[config.mk]
export PLATFORM = sky130hd
export DESIGN_NAME = halt_mode_wake_control
export DESIGN_NICKNAME = d
export VERILOG_FILES = /design/src/rtl/halt_wake_pkg.sv /design/src/rtl/halt_mode_wake_control.sv
export VERILOG_INCLUDE_DIRS = /design/src /design/src/rtl
export SDC_FILE = /design/constraint.sdc
export NUM_CORES = 1
export LEC_CHECK = 0
export BUFFER_PORTS_ARGS = -buffer_cell sky130_fd_sc_hd__clkbuf_2
export CAP_MARGIN = 15
export CORE_AREA = 8 8 45 47
export DETAILED_ROUTE_END_ITERATION = 8
export DIE_AREA = 0 0 53 55
export GPL_ROUTABILITY_DRIVEN = 0
export GPL_TIMING_DRIVEN = 1
export SETUP_SLACK_MARGIN = 0.05
export SLEW_MARGIN = 5
export SYNTH_ARGS = -nofsm -noshare
export SYNTH_HDL_FRONTEND = slang
export SYNTH_SLANG_ARGS = --single-unit
[constraint.sdc]
create_clock -name core_clk -period 2.93 [get_ports core_clk]
set_input_delay 0.4395 -clock core_clk [delete_from_list [all_inputs] [get_ports core_clk]]
set_output_delay 0.4395 -clock core_clk [all_outputs]
set_load 0.005 [all_outputs]
[src/rtl/halt_wake_regs.svh]
// Width, timing and idle-priority constants for the halt-mode wake controller.
`ifndef HALT_WAKE_REGS_SVH
`define HALT_WAKE_REGS_SVH
`define HALT_PRIO_W 3
`define HALT_WAKE_CYCLES 1
`define HALT_PRIO_IDLE 3'h7
`endif

[src/rtl/halt_wake_pkg.sv]
// Types shared by the halt-mode wake controller.
package halt_wake_pkg;
    typedef enum logic [0:0] {
        ST_RUN = 1'b0,
        ST_HALT = 1'b1
    } mode_t;

    typedef struct packed {
        logic nmi;
        logic nmi_nested;
        logic maskable;
        logic [2:0] mask_prio;
    } wake_req_t;

    typedef struct packed {
        logic tmr_sel_sub;
        logic wdt_sel_sub;
        logic watch_sel_div_main;
        logic subclock_used;
    } clk_sel_t;

    typedef struct packed {
        logic core_clk_en;
        logic ack_nmi;
        logic ack_mask;
        logic keep_pending;
        logic tmr_run;
        logic wdt_run;
        logic watch_run;
        logic crc_run;
        logic hold_state;
    } halt_out_t;

    typedef struct packed {
        mode_t mode;
        halt_out_t out;
    } state_t;
endpackage

[src/rtl/halt_mode_wake_control.sv]
// Halt-state entry, wake decision and peripheral run gating.
`timescale 1ns/1ps
`include "halt_wake_regs.svh"

// Function
// RULE_01: Halt entered only by halt instruction in normal operation.
// RULE_02: Halt gates only the core clock; oscillators and peripherals keep running. The code also stops the CRC when its input register was written at entry.
// RULE_03: Halt ends on non-maskable, unmasked maskable request, or any reset.
// RULE_04: Halt with request already pending enters then leaves at once.
// RULE_05: Any qualifying request ends halt regardless of priority.
// RULE_06: Non-maskable wake is acknowledged at release, with interrupts on or off; the code keeps it pending instead when nmi_nested is set.
// RULE_07: Maskable wake with interrupts off stays pending; prior code resumes.
// RULE_08: Enabled, higher-priority handler active: wake stays pending, handler resumes.
// RULE_09: Enabled, lower-priority handler active: wake acknowledged at release.
// RULE_10: Interval timer and watchdog run in halt if subclock used or not selected.
// RULE_11: Watch timer runs in halt with subclock, else only on divided main clock.
// RULE_12: CRC runs in halt unless its input register was being written at entry.
// RULE_13: Port outputs and core registers hold their values throughout halt.
// RULE_14: Core clock restarts the cycle after release, with no stabilisation wait.
module halt_mode_wake_control (
    input wire logic core_clk, // Main clock.
    input wire logic rst_n, // Synchronous reset, all system sources combined.
    input wire logic halt_exec, // Pulse: core executes the halt instruction.
    input wire logic normal_mode, // Core is in normal operation mode.
    input wire logic ints_enabled, // Level: interrupts globally enabled.
    input wire logic [`HALT_PRIO_W-1:0] active_prio, // Priority of handler in service.
    input wire logic crc_in_write, // CRC input register written this cycle.
    input wire halt_wake_pkg::wake_req_t wake_req, // Wake requests from controller.
    input wire halt_wake_pkg::clk_sel_t clk_sel, // Count clock choices.
    output halt_wake_pkg::halt_out_t ctl, // Registered control outputs.
    output logic halted // Level: halt state active.
);
    halt_wake_pkg::state_t state_reg;
    halt_wake_pkg::state_t state_next;
    logic crc_blocked_reg;
    logic crc_blocked_next;
    logic wake;
    logic ack_ok;

    // The acknowledge and pending pulses last exactly one cycle after release.
    // The interrupt controller must latch them then, since nothing is held here.
    // Run flags are computed every cycle so peripherals never see a gap at entry.
    // A CRC write that coincides with entry blocks the CRC until the next release,
    // because its input data would otherwise be lost while the core clock is off.

    // Lower numbers are higher priority; a handler at the idle code means none active.
    function automatic logic waker_wins(input logic [`HALT_PRIO_W-1:0] req,
                                        input logic [`HALT_PRIO_W-1:0] act);
        waker_wins = req < act;
    endfunction

    always_comb begin
        // Priority is not consulted here, so any request ends halt.
        wake = wake_req.nmi | wake_req.maskable; // [RULE_03] [RULE_05]
        ack_ok = ints_enabled && waker_wins(wake_req.mask_prio, active_prio); // [RULE_09]
    end

    always_comb begin
        state_next = state_reg;
        crc_blocked_next = crc_blocked_reg;
        state_next.out.ack_nmi = 1'b0;
        state_next.out.ack_mask = 1'b0;
        state_next.out.keep_pending = 1'b0;
        unique case (state_reg.mode)
            halt_wake_pkg::ST_RUN: begin
                state_next.out.core_clk_en = 1'b1;
                state_next.out.hold_state = 1'b0;
                if (halt_exec && normal_mode) begin // [RULE_01]
                    // A pending request still enters halt; release follows next cycle.
                    state_next.mode = halt_wake_pkg::ST_HALT; // [RULE_04]
                    state_next.out.core_clk_en = 1'b0; // [RULE_02]
                    state_next.out.hold_state = 1'b1; // [RULE_13]
                    crc_blocked_next = crc_in_write; // [RULE_12]
                end
            end
            halt_wake_pkg::ST_HALT: begin
                if (wake) begin
                    state_next.mode = halt_wake_pkg::ST_RUN;
                    state_next.out.core_clk_en = 1'b1; // [RULE_14]
                    state_next.out.hold_state = 1'b0;
                    crc_blocked_next = 1'b0;
                    if (wake_req.nmi && !wake_req.nmi_nested) begin
                        state_next.out.ack_nmi = 1'b1; // [RULE_06]
                    end else if (wake_req.maskable && ack_ok) begin
                        state_next.out.ack_mask = 1'b1; // [RULE_09]
                    end else begin
                        state_next.out.keep_pending = 1'b1; // [RULE_07] [RULE_08]
                    end
                end
            end
        endcase
        state_next.out.tmr_run = clk_sel.subclock_used | ~clk_sel.tmr_sel_sub; // [RULE_10]
        state_next.out.wdt_run = clk_sel.subclock_used | ~clk_sel.wdt_sel_sub; // [RULE_10]
        state_next.out.watch_run = clk_sel.subclock_used |
                                   clk_sel.watch_sel_div_main; // [RULE_11]
        state_next.out.crc_run = ~crc_blocked_next; // [RULE_12]
    end

    always_ff @(posedge core_clk) begin
        if (!rst_n) begin
            state_reg <= '{mode: halt_wake_pkg::ST_RUN,
                           out: '{core_clk_en: 1'b1, tmr_run: 1'b1, wdt_run: 1'b1,
                                  watch_run: 1'b1, crc_run: 1'b1, default: 1'b0}};
            crc_blocked_reg <= 1'b0;
        end else begin
            state_reg <= state_next;
            crc_blocked_reg <= crc_blocked_next;
        end
    end

    assign ctl = state_reg.out;
    assign halted = (state_reg.mode == halt_wake_pkg::ST_HALT);
endmodule

* Yosys cells after proc, flatten, opt, wreduce, memory -nomap -nowiden
Index checks and enable logic that the tools add are counted.
** Word-level totals
- Flip-flop bits (word level) :: 11
- Bits of input ports :: 19
- Word-level logic and storage cells :: 43
** Operators by class
- Bitwise logic cells :: 10
- Multiplexer cells :: 13
- Reductions and logical operators :: 7
- Order comparisons :: 1
- Equality and inequality tests :: 1
** Operators by type and width (number)
- two-way mux 1 bit :: 7
- NOT 1 bit :: 6
- two-way mux 5 bit :: 1
- logical AND 1 bit :: 4
- two-way mux 2 bit :: 2
- OR 1 bit :: 4
- case mux 1 bit (2 select lines) :: 2
- case mux 2 bit (2 select lines) :: 1
- OR reduction 4 bit :: 1
- < comparator 3 bit :: 1
- AND reduction 3 bit :: 1
- != test 2 x 1 -> 1 bit, second input constant :: 1
- zero test 1 bit :: 1

* Logic depth before layout (Yosys ltp)
Gate-level depths: netlist of run 1.
- Depth in word-level cells :: 7
- Depth in mapped cells :: 5
- Mapped depth without buffers :: 5

* Worst setup path after synthesis of run 1
No wires, ideal clock.
- Path kind :: input to register
- From :: input active_prio[1]
- To :: register state_reg, in the netlist ctl[5]
- Stages on the path :: 5
- Required time :: 2816 ps
- Setup time :: 114 ps
- Data arrival time :: 1117 ps
- Path slack :: 1699 ps
- Cell sequence :: inv_1 ha_1 o21ai_0 o2111ai_1 nor2b_1
** On the way
- Longest elaborated chain between the ends :: 4
** RTL lines
- from (decl) :: line halt_mode_wake_control.sv:26 : input wire logic [`HALT_PRIO_W-1:0] active_prio,
- < comparator 3 bit :: line halt_mode_wake_control.sv:49 : waker_wins = req < act;
- logical AND 1 bit :: line halt_mode_wake_control.sv:55 : ack_ok = ints_enabled && waker_wins(wake_req.mask_prio, active_prio);
- logical AND 1 bit :: line halt_mode_wake_control.sv:84 : end else if (wake_req.maskable && ack_ok) begin
- two-way mux 1 bit :: line halt_mode_wake_control.sv:84
- to (signal assigned) :: line halt_mode_wake_control.sv:101 : state_reg <= '{mode: halt_wake_pkg::ST_RUN,
- to (signal assigned) :: line halt_mode_wake_control.sv:106 : state_reg <= state_next;
- to (decl) :: line halt_mode_wake_control.sv:33 : halt_wake_pkg::state_t state_reg;
Every way passes these cells.
A chain may end at the register's enable or synchronous reset.

* Final worst setup path of run 1
- From :: register state_reg, in the netlist halted
- To :: output halted
** RTL lines
- to (decl) :: line halt_mode_wake_control.sv:31 : output logic halted
No word-level cell between the ends.

==> impl_metrics.py, run 1 <==
metrics = {
    "yosys": {
        "ys_warn_count": 0,
        "synth_fp_nets": 63,
        "ys_seq_elements": 11,
        "postSynthCellCount": 42,
        "synth.distinct_cells": 20,
        "avgSynthCellArea_um2": 9.861,
        "synthesis.area_um2": 414.1,
        "synth.yosys.seq_area_share_pct": 53.17,
    },
    "sta": {
        "layout_setup_ws_ns": 1.651,
        "fin_crit_ns": 1.279,
        "min_period_over_period_pct": 43.67,
        "rsz0062_at_grt": "no",
        "max-slew-margin-rel_pct": 85.61,
        "finalSetupViolCount": 0,
        "tightest_slew_ns": 0.2152,
        "hold_violations": 0,
        "max_freq_mhz": 781.6,
        "finClkSkew_ns": 0.001168,
        "maxSlewViolCount": 0,
        "fin_setup_tns_ns": 0,
    },
    "detailed_routing": {
        "post_drt_wl_per_cell_um": 11.20,
        "drtIter0Drc": 6,
        "viasPerCell": 4.444,
        "drc_errors": 0,
        "drt-total-wl_um": 1008,
        "m1WireLength_um": 406,
        "final_antenna_net_count": 0,
        "routed.top_layer": "met4",
        "dr.pass1.iters": 2,
        "wl_met2_um": 416,
        "num_vias": 400,
        "wl_met3_um": 165,
    },
    "run_status": {
        "status": "finished clean",
    },
    "clock_tree": {
        "cts_root_buffer": "clkbuf_4",
        "cts_buffers": 3,
        "clk_path_buf_depth": 2,
        "cts_resized": 0,
        "clk_latency_ns": 0.26,
        "clock-sinks": 11,
        "cts_setup_buffers": 0,
        "holdBufCountCts": 0,
        "cts_tree": "built",
        "cts_htree_levels": 1,
        "clk_pin_slew_ns": 0.07,
    },
    "final_layout": {
        "drive_gt1_share_pct": 43.24,
        "design_area_um2": 600.6,
        "syn_to_final_growth_pct": 45.02,
        "largest_reg_flops": 9,
        "postLayoutCoreUtil_pct": 43.40,
        "fin_nets": 96,
        "num_antenna_cells": 0,
        "nFillCells": 144,
    },
    "worst_hold_path": {
        "hold_path.class": "in -> reg",
    },
    "worst_setup_path": {
        "worstPathCellList": "clkbuf_2",
        "path_class": "reg -> out",
        "critPathTopFamily": "flip-flops",
        "max_stage_delay_ns": 0.43,
        "arrival_ns": 0.84,
        "worst_setup_path_start_kind": "flop",
        "worstPathRequired_ns": 2.49,
        "cp_num_buf_inv": 1,
        "worst-path-max-fanout": 7,
        "worst_setup_path_end_kind": "output port",
        "slowest_stage": "dfxtp_1",
    },
    "floorplanning": {
        "pin_count": 29,
        "dieArea_um2": 2915,
        "num_rows": 14,
        "start_util_pct": 29.93,
        "die_h_um": 55,
        "die_w_um": 53,
        "core-area_um2": 1384,
    },
    "power_and_ir_drop": {
        "comb_power_share_pct": 11.9,
        "power_density_nw_per_um2": 484.4,
        "sw_frac_of_total_pct": 22.08,
        "switchingPower_uw": 64.23,
        "ir_worst_vdd_uv": 359.9,
        "p_seq_share_pct": 54.0,
        "p_leak_uw": 0.0002948,
        "p_int_uw": 226.7,
        "pwr-share-clk_pct": 34.1,
    },
    "global_route": {
        "grt_antenna_before_repair": 0,
        "grt_max_degree": 9,
        "track_usage_pct": 7.680,
        "grt_pass1_wl_um": 1593,
        "grt_overflow": 0,
        "grt_pass1_vias": 407,
    },
    "placed_design": {
        "placed_area_um2": 574.3,
        "hpwlAfterDp_um": 845.6,
        "port_buffers": 28,
        "place_ws_ns": 1.582,
    },
    "run": {
        "cap_violations": 0,
    },
}
## cell families after synthesis
family | after synthesis | share of synthesized area [%]
flops | 11 | 53.17
buf+inv | 3 | 2.719
fa+ha+maj | 2 | 6.041
mux | 1 | 2.719
simple gates | 17 | 22.36
compound gates | 8 | 12.99
## synth_stat cells
cell       count  area, um2
nor3b_1        1      7.510
o21ai_1        1      5.000
ha_1           2      25.02
inv_1          3      11.26
o22ai_1        1      6.260
and4b_1        1      10.01
mux2_2         1      11.26
nand2b_1       1      6.260
o2111ai_1      1      8.760
nor2_1         2      7.510
o22a_1         1      8.760
nand3b_1       1      7.510
a21boi_1       1      7.510
or3b_1         1      8.760
o21ai_0        2      10.01
dfxtp_1       11      220.2
nor2b_1        2      12.51
nand2_1        6      22.52
nand3_1        2      10.01
a21boi_0       1      7.510
## area by class of cell
cell class	instances	area (um2)	share of cell area, %
Clock buffer	4	26.28	4.375
Multi-Input combinational cell	28	182.7	30.42
Sequential cell	11	220.2	36.67
Inverter	3	11.26	1.875
Tap cell	16	20.02	3.333
Timing Repair Buffer	28	140.1	23.33
## worst paths after layout
| path | slack [ns] | cells after the start | start | end |
|---|---|---|---|---|
| hold / removal | 0.33 | 2 | clk_sel[2] | ctl[3] |
| setup reg to reg | 1.82 | 3 | halted | ctl[8] |
| setup / recovery | 1.65 | 1 | halted | halted |
| hold reg to reg | 0.47 | 2 | ctl[8] | ctl[8] |
## power by group through the flow
| stage | Clock, uW | Combinational (uW) | Sequential [uW] |
|---|---|---|---|
| after floorplan | 0 | 13.6 | 161 |
| after global placement | 0 | 34.6 | 160 |
| after detailed placement | 0 | 34.9 | 160 |
| after CTS | 105 | 35.3 | 157 |
| after global routing | 119 | 38.8 | 158 |
| final | 99.3 | 34.5 | 157 |
## stage by stage
stage,cells,hold slack (ns),power (uW)
6_report,90,0.3255,290.9
5_1_grt,90,0.3016,315.0
4_1_cts,90,0.3181,297.6
3_5_place_dp,86,0.4585,195.4
3_3_place_gp,86,0.4555,194.9
2_1_floorplan,42,0.4634,174.5
## layer usage
metal / up-vias / track usage [%]
li1: 209 / -
met1: 166 / 7.527
met2: 23 / 11.52
met3: 2 / 5.348
met4: 0 / 5.172
met5: - / 0
## cells in the final DEF (no fill, tap or decap), types with 2 or more instances in the layout
| cell type | synthesis | layout |
|---|---|---|
| nand2_1 | 6 | 6 |
| nor2b_1 | 2 | 2 |
| dfxtp_1 | 11 | 11 |
| clkbuf_4 | 0 | 3 |
| nand3_1 | 2 | 2 |
| ha_1 | 2 | 2 |
| inv_1 | 3 | 3 |
| o21ai_0 | 2 | 2 |
| nor2_1 | 2 | 2 |
| clkbuf_2 | 0 | 28 |
No activity file was read; power rests on OpenSTA's default activity.
==> run 2: changes to the inputs <==
--- a/config.mk
+++ b/config.mk
@@ -13,6 +13,7 @@
 export DIE_AREA = 0 0 53 55
 export GPL_ROUTABILITY_DRIVEN = 0
 export GPL_TIMING_DRIVEN = 1
+export PLACE_DENSITY = 0.66
 export SETUP_SLACK_MARGIN = 0.05
 export SLEW_MARGIN = 5
 export SYNTH_ARGS = -nofsm -noshare
==> constraint.sdc (replaced) <==
create_clock -name core_clk -period 1.1 [get_ports core_clk]
set_input_delay 0.165 -clock core_clk [delete_from_list [all_inputs] [get_ports core_clk]]
set_output_delay 0.165 -clock core_clk [all_outputs]
set_load 0.005 [all_outputs]
==> impl_metrics.py, run 2 (synthesis results as in run 1) <==
metrics = {
    "sta": {
        "fin_setup_tns_ns": 0,
        "max_freq_mhz": 991.3,
        "fin_crit_ns": 1.009,
        "layout_setup_ws_ns": 0.09124,
        "maxSlewViolCount": 0,
        "max-slew-margin-rel_pct": 86.49,
        "rsz0062_at_grt": "yes",
        "finClkSkew_ns": 0.003027,
        "finalSetupViolCount": 0,
        "min_period_over_period_pct": 91.71,
        "hold_violations": 0,
        "tightest_slew_ns": 0.2020,
    },
    "run": {
        "cap_violations": 0,
    },
    "power_and_ir_drop": {
        "switchingPower_uw": 178.6,
        "comb_power_share_pct": 12.6,
        "p_int_uw": 608.7,
        "ir_worst_vdd_uv": 424.9,
        "p_seq_share_pct": 53.0,
        "p_leak_uw": 0.0003076,
        "pwr-share-clk_pct": 34.4,
        "power_density_nw_per_um2": 1271,
        "sw_frac_of_total_pct": 22.68,
    },
    "worst_setup_path": {
        "worst_setup_path_start_kind": "flop",
        "worst-path-max-fanout": 4,
        "arrival_ns": 1.16,
        "r2r-end": "ctl[8]",
        "worstPathRequired_ns": 1.26,
        "worstReg2RegStart": "halted",
        "r2r_slack_ns": 0.09,
        "r2r_cells": 3,
        "worst_setup_path_end_kind": "flop",
        "path_class": "reg -> reg",
    },
    "global_route": {
        "met1_usage_pct": 8.841,
        "met3_usage_pct": 2.674,
        "track_usage_pct": 7.659,
        "busiest_layer": "met2",
        "grt_pass1_wl_um": 1683,
        "grt_pass1_vias": 414,
        "grt_antenna_before_repair": 0,
        "grt_max_degree": 9,
        "grt_overflow": 0,
        "met2_usage_pct": 11.13,
    },
    "final_layout": {
        "final_cell_mix": "clkbuf_2, dfxtp_1, nand2_1, inv_1, clkbuf_4",
        "drive_gt1_share_pct": 47.37,
        "largest_reg_flops": 9,
        "final_common_cell": "clkbuf_2",
        "fin_nets": 98,
        "syn_to_final_growth_pct": 49.55,
        "design_area_um2": 619.3,
        "num_antenna_cells": 0,
    },
    "clock_tree": {
        "clk_path_buf_depth": 2,
        "clk_pin_slew_ns": 0.07,
        "clk_latency_ns": 0.26,
        "cts_root_buffer": "clkbuf_4",
        "holdBufCountCts": 0,
        "cts_tree": "built",
        "clock-sinks": 11,
        "cts_htree_levels": 1,
        "cts_buffers": 3,
    },
    "detailed_routing": {
        "drtIter0Drc": 3,
        "post_drt_wl_per_cell_um": 11.45,
        "viasPerCell": 4.576,
        "num_vias": 421,
        "drt-total-wl_um": 1053,
        "final_antenna_net_count": 0,
        "drc_errors": 0,
        "dr.pass1.iters": 2,
    },
    "floorplanning": {
        "core-area_um2": 1384,
        "dieArea_um2": 2915,
        "pin_count": 29,
        "start_util_pct": 29.93,
        "die_h_um": 55,
        "num_rows": 14,
        "die_w_um": 53,
    },
    "worst_hold_path": {
        "hold_path.class": "in -> reg",
        "min_path_cells": 2,
        "whs_endpoint": "ctl[3]",
        "hp-start": "clk_sel[2]",
    },
    "placed_design": {
        "port_buffers": 28,
        "hpwlAfterDp_um": 900.1,
        "place_ws_ns": -0.006977,
        "placed_area_um2": 581.8,
    },
    "run_status": {
        "status": "finished clean",
    },
}
run 2: cell count changes in the layout (fill, tap and decap cells not counted), sizes merged:
cell,delta
buf,+2
run 2: through the flow:
| step | hold WS, ns | util (%) | power, uW | instances |
|---|---|---|---|---|
| floorplan | 0.2269 | - | 464.7 | 42 |
| global placement | 0.3191 | 42.04 | 521.3 | 87 |
| detailed placement | 0.3215 | 42.04 | 524.2 | 87 |
| CTS | 0.04498 | 44.03 | 794.2 | 91 |
| global route | 0.06113 | 44.76 | 827.8 | 92 |
| finish | 0.04812 | 44.76 | 787.3 | 92 |
run 2: repair_timing:
item / in CTS / in global routing
setup endpoints to repair: 2 / 1
gates resized for setup: 1 / 1
setup buffers: 0 / 1
run 2: worst max-delay path by stage:
| stage | from | endpoint | slack [ns] | cells after the start |
|---|---|---|---|---|
| after floorplan | halted | ctl[8] | 0.07 | 3 |
| after global placement | active_prio[1] | ctl[5] | 0.03 | 6 |
| after detailed placement | active_prio[1] | ctl[5] | -0.007 | 6 |
| after CTS | halted | ctl[8] | 0.07 | 3 |
| after global routing | halted | ctl[8] | 0.05 | 3 |
| final | halted | ctl[8] | 0.09 | 3 |
run 2: layer usage:
layer  vias to the layer above  wire (um)
li1                        217          -
met1                       178        464
met2                        24        426
met3                         2        151
met4                         0         10
met5                         -          0
run 2: layout make-up:
cell class,count,area [um2]
clock buffer,4,26.28
fill,146,764.5
inverter,3,11.26
multi-input combinational,28,185.2
sequential,11,221.5
tap,16,20.02
timing repair buffer,30,155.1
run 2: worst max-delay path, stage by stage, from the launching register on:
cell and delay, ns:
dfxtp_2 0.34, or3b_4 0.38, o21ai_1 0.12, nand2_1 0.06
run 2: power groups by stage:
stage          combinational (uW)  sequential (uW)  clock [uW]
3_5_place_dp                 97.6              427           0
2_1_floorplan                36.3              428           0
5_1_grt                       113              419         296
6_report                     99.3              417         271
3_3_place_gp                 94.8              427           0
4_1_cts                      98.5              418         278
==> run 3: changes to the inputs <==
==> constraint.sdc (replaced) <==
create_clock -name core_clk -period 1.1 [get_ports core_clk]
set_input_delay 0.165 -clock core_clk [delete_from_list [all_inputs] [get_ports core_clk]]
set_output_delay 0.165 -clock core_clk [all_outputs]
set_load 0.01 [all_outputs]
==> impl_metrics.py, run 3 (synthesis results as in run 1) <==
metrics = {
    "power_and_ir_drop": {
        "p_leak_uw": 0.0003141,
        "power_uw": 786.8,
        "ir_worst_vdd_uv": 537.3,
        "power_density_nw_per_um2": 1243,
    },
    "placed_design": {
        "port_buffers": 28,
        "place_ws_ns": -0.009932,
        "placed_area_um2": 575.6,
        "hpwlAfterDp_um": 885,
    },
    "sta": {
        "tightest_slew_ns": 0.2231,
        "min_period_over_period_pct": 94.94,
        "finClkSkew_ns": 0.0004813,
        "fin_crit_ns": 1.044,
        "fin_hold_ws_ns": 0.05162,
        "maxSlewViolCount": 0,
        "max_freq_mhz": 957.5,
        "finalSetupViolCount": 0,
        "hold_violations": 0,
        "layout_setup_ws_ns": 0.05564,
        "max-slew-margin-rel_pct": 85.10,
        "rsz0062_at_grt": "yes",
    },
    "worst_setup_path": {
        "worst_setup_path_end_kind": "flop",
        "worst-path-max-fanout": 5,
        "worstPathRequired_ns": 1.25,
        "arrival_ns": 1.19,
        "path_class": "reg -> reg",
        "r2r_cells": 3,
        "worst_setup_path_start_kind": "flop",
        "max_stage_delay_ns": 0.38,
        "slowest_stage": "or3b_4",
        "worstPathCellList": "or3b_4, o21ai_2, nand2_1",
    },
    "final_layout": {
        "fin_nets": 99,
        "drive_gt1_share_pct": 49.35,
        "final_common_cell": "clkbuf_2",
        "design_area_um2": 633.1,
        "largest_reg_flops": 9,
        "num_antenna_cells": 0,
        "final_cell_mix": "clkbuf_2, dfxtp_1, nand2_1",
        "syn_to_final_growth_pct": 52.87,
    },
    "floorplanning": {
        "start_util_pct": 29.93,
        "die_h_um": 55,
        "pin_count": 29,
        "core-area_um2": 1384,
        "dieArea_um2": 2915,
        "num_rows": 14,
        "die_w_um": 53,
    },
    "detailed_routing": {
        "final_antenna_net_count": 0,
        "num_vias": 409,
        "viasPerCell": 4.398,
        "drt-total-wl_um": 1083,
        "drc_errors": 0,
        "post_drt_wl_per_cell_um": 11.65,
        "drtIter0Drc": 4,
        "dr.pass1.iters": 3,
    },
    "clock_tree": {
        "clk_pin_slew_ns": 0.07,
        "clock-sinks": 11,
        "holdBufCountCts": 0,
        "cts_tree": "built",
        "clk_path_buf_depth": 2,
        "cts_root_buffer": "clkbuf_4",
        "cts_htree_levels": 1,
        "clk_latency_ns": 0.25,
        "cts_buffers": 3,
    },
    "worst_hold_path": {
        "min_path_cells": 2,
        "hold_path.class": "in -> reg",
    },
    "run": {
        "cap_violations": 0,
    },
    "run_status": {
        "status": "finished clean",
    },
    "global_route": {
        "grt_overflow": 0,
        "grt_antenna_before_repair": 0,
        "grt_pass1_wl_um": 1759,
        "grt_max_degree": 9,
        "track_usage_pct": 8.160,
        "grt_pass1_vias": 437,
    },
}
[run 3: changes by cell type in the layout (fill, tap and decap cells not counted)]
cell / change
o21ai_1: -1
o21ai_2: +1
dfxtp_4: +1
buf_4: +1
dfxtp_2: -1
[run 3: power breakdown]
group / switching [uW] / internal, uW
registers: 5.94 / 411
logic: 49.6 / 59.3
clock network: 121 / 140
[run 3: metrics by stage]
step	TNS (ns)	utilization [%]	cells
2_1_floorplan	0	-	42
3_3_place_gp	0	41.59	86
3_5_place_dp	-0.009932	41.59	86
4_1_cts	0	43.67	90
5_1_grt	0	45.75	93
6_report	0	45.75	93
[run 3: path summary, 6_finish.rpt]
check | startpoint | end | slack [ns]
max | halted | ctl[8] | 0.06
min | clk_sel[3] | ctl[4] | 0.05
max reg2reg | halted | ctl[8] | 0.06
min reg2reg | ctl[0] | ctl[0] | 0.49
[run 3: repair_timing]
item / in CTS / in global routing
pin swaps: 0 / 0
resized for setup: 1 / 2
setup buffers: 0 / 3
endpoints found under the setup margin: 1 / 2
[run 3: cell type report]
type,instances,area [um2]
fillers,157,750.7
well taps,16,20.02
repair buffers,31,162.7
inverters,3,11.26
multi-input cells,28,188.9
clock buffers,4,26.28
flip-flops and latches,11,224.0
[run 3: critical path, delay by kind of cell (launching register included)]
kind	cells	cell delay, ns
AND/OR/NAND/NOR	2	0.45
flip-flops	1	0.36
AO/OA/AOI/OAI	1	0.13
[run 3: layer usage]
| layer | vias up | GRT usage [%] | share of wire, % |
|---|---|---|---|
| li1 | 219 | - | - |
| met1 | 166 | 8.563 | 41 |
| met2 | 22 | 12.11 | 43 |
| met3 | 2 | 4.278 | 15 |
| met4 | 0 | 6.466 | 0.92 |
| met5 | - | 0 | 0 |
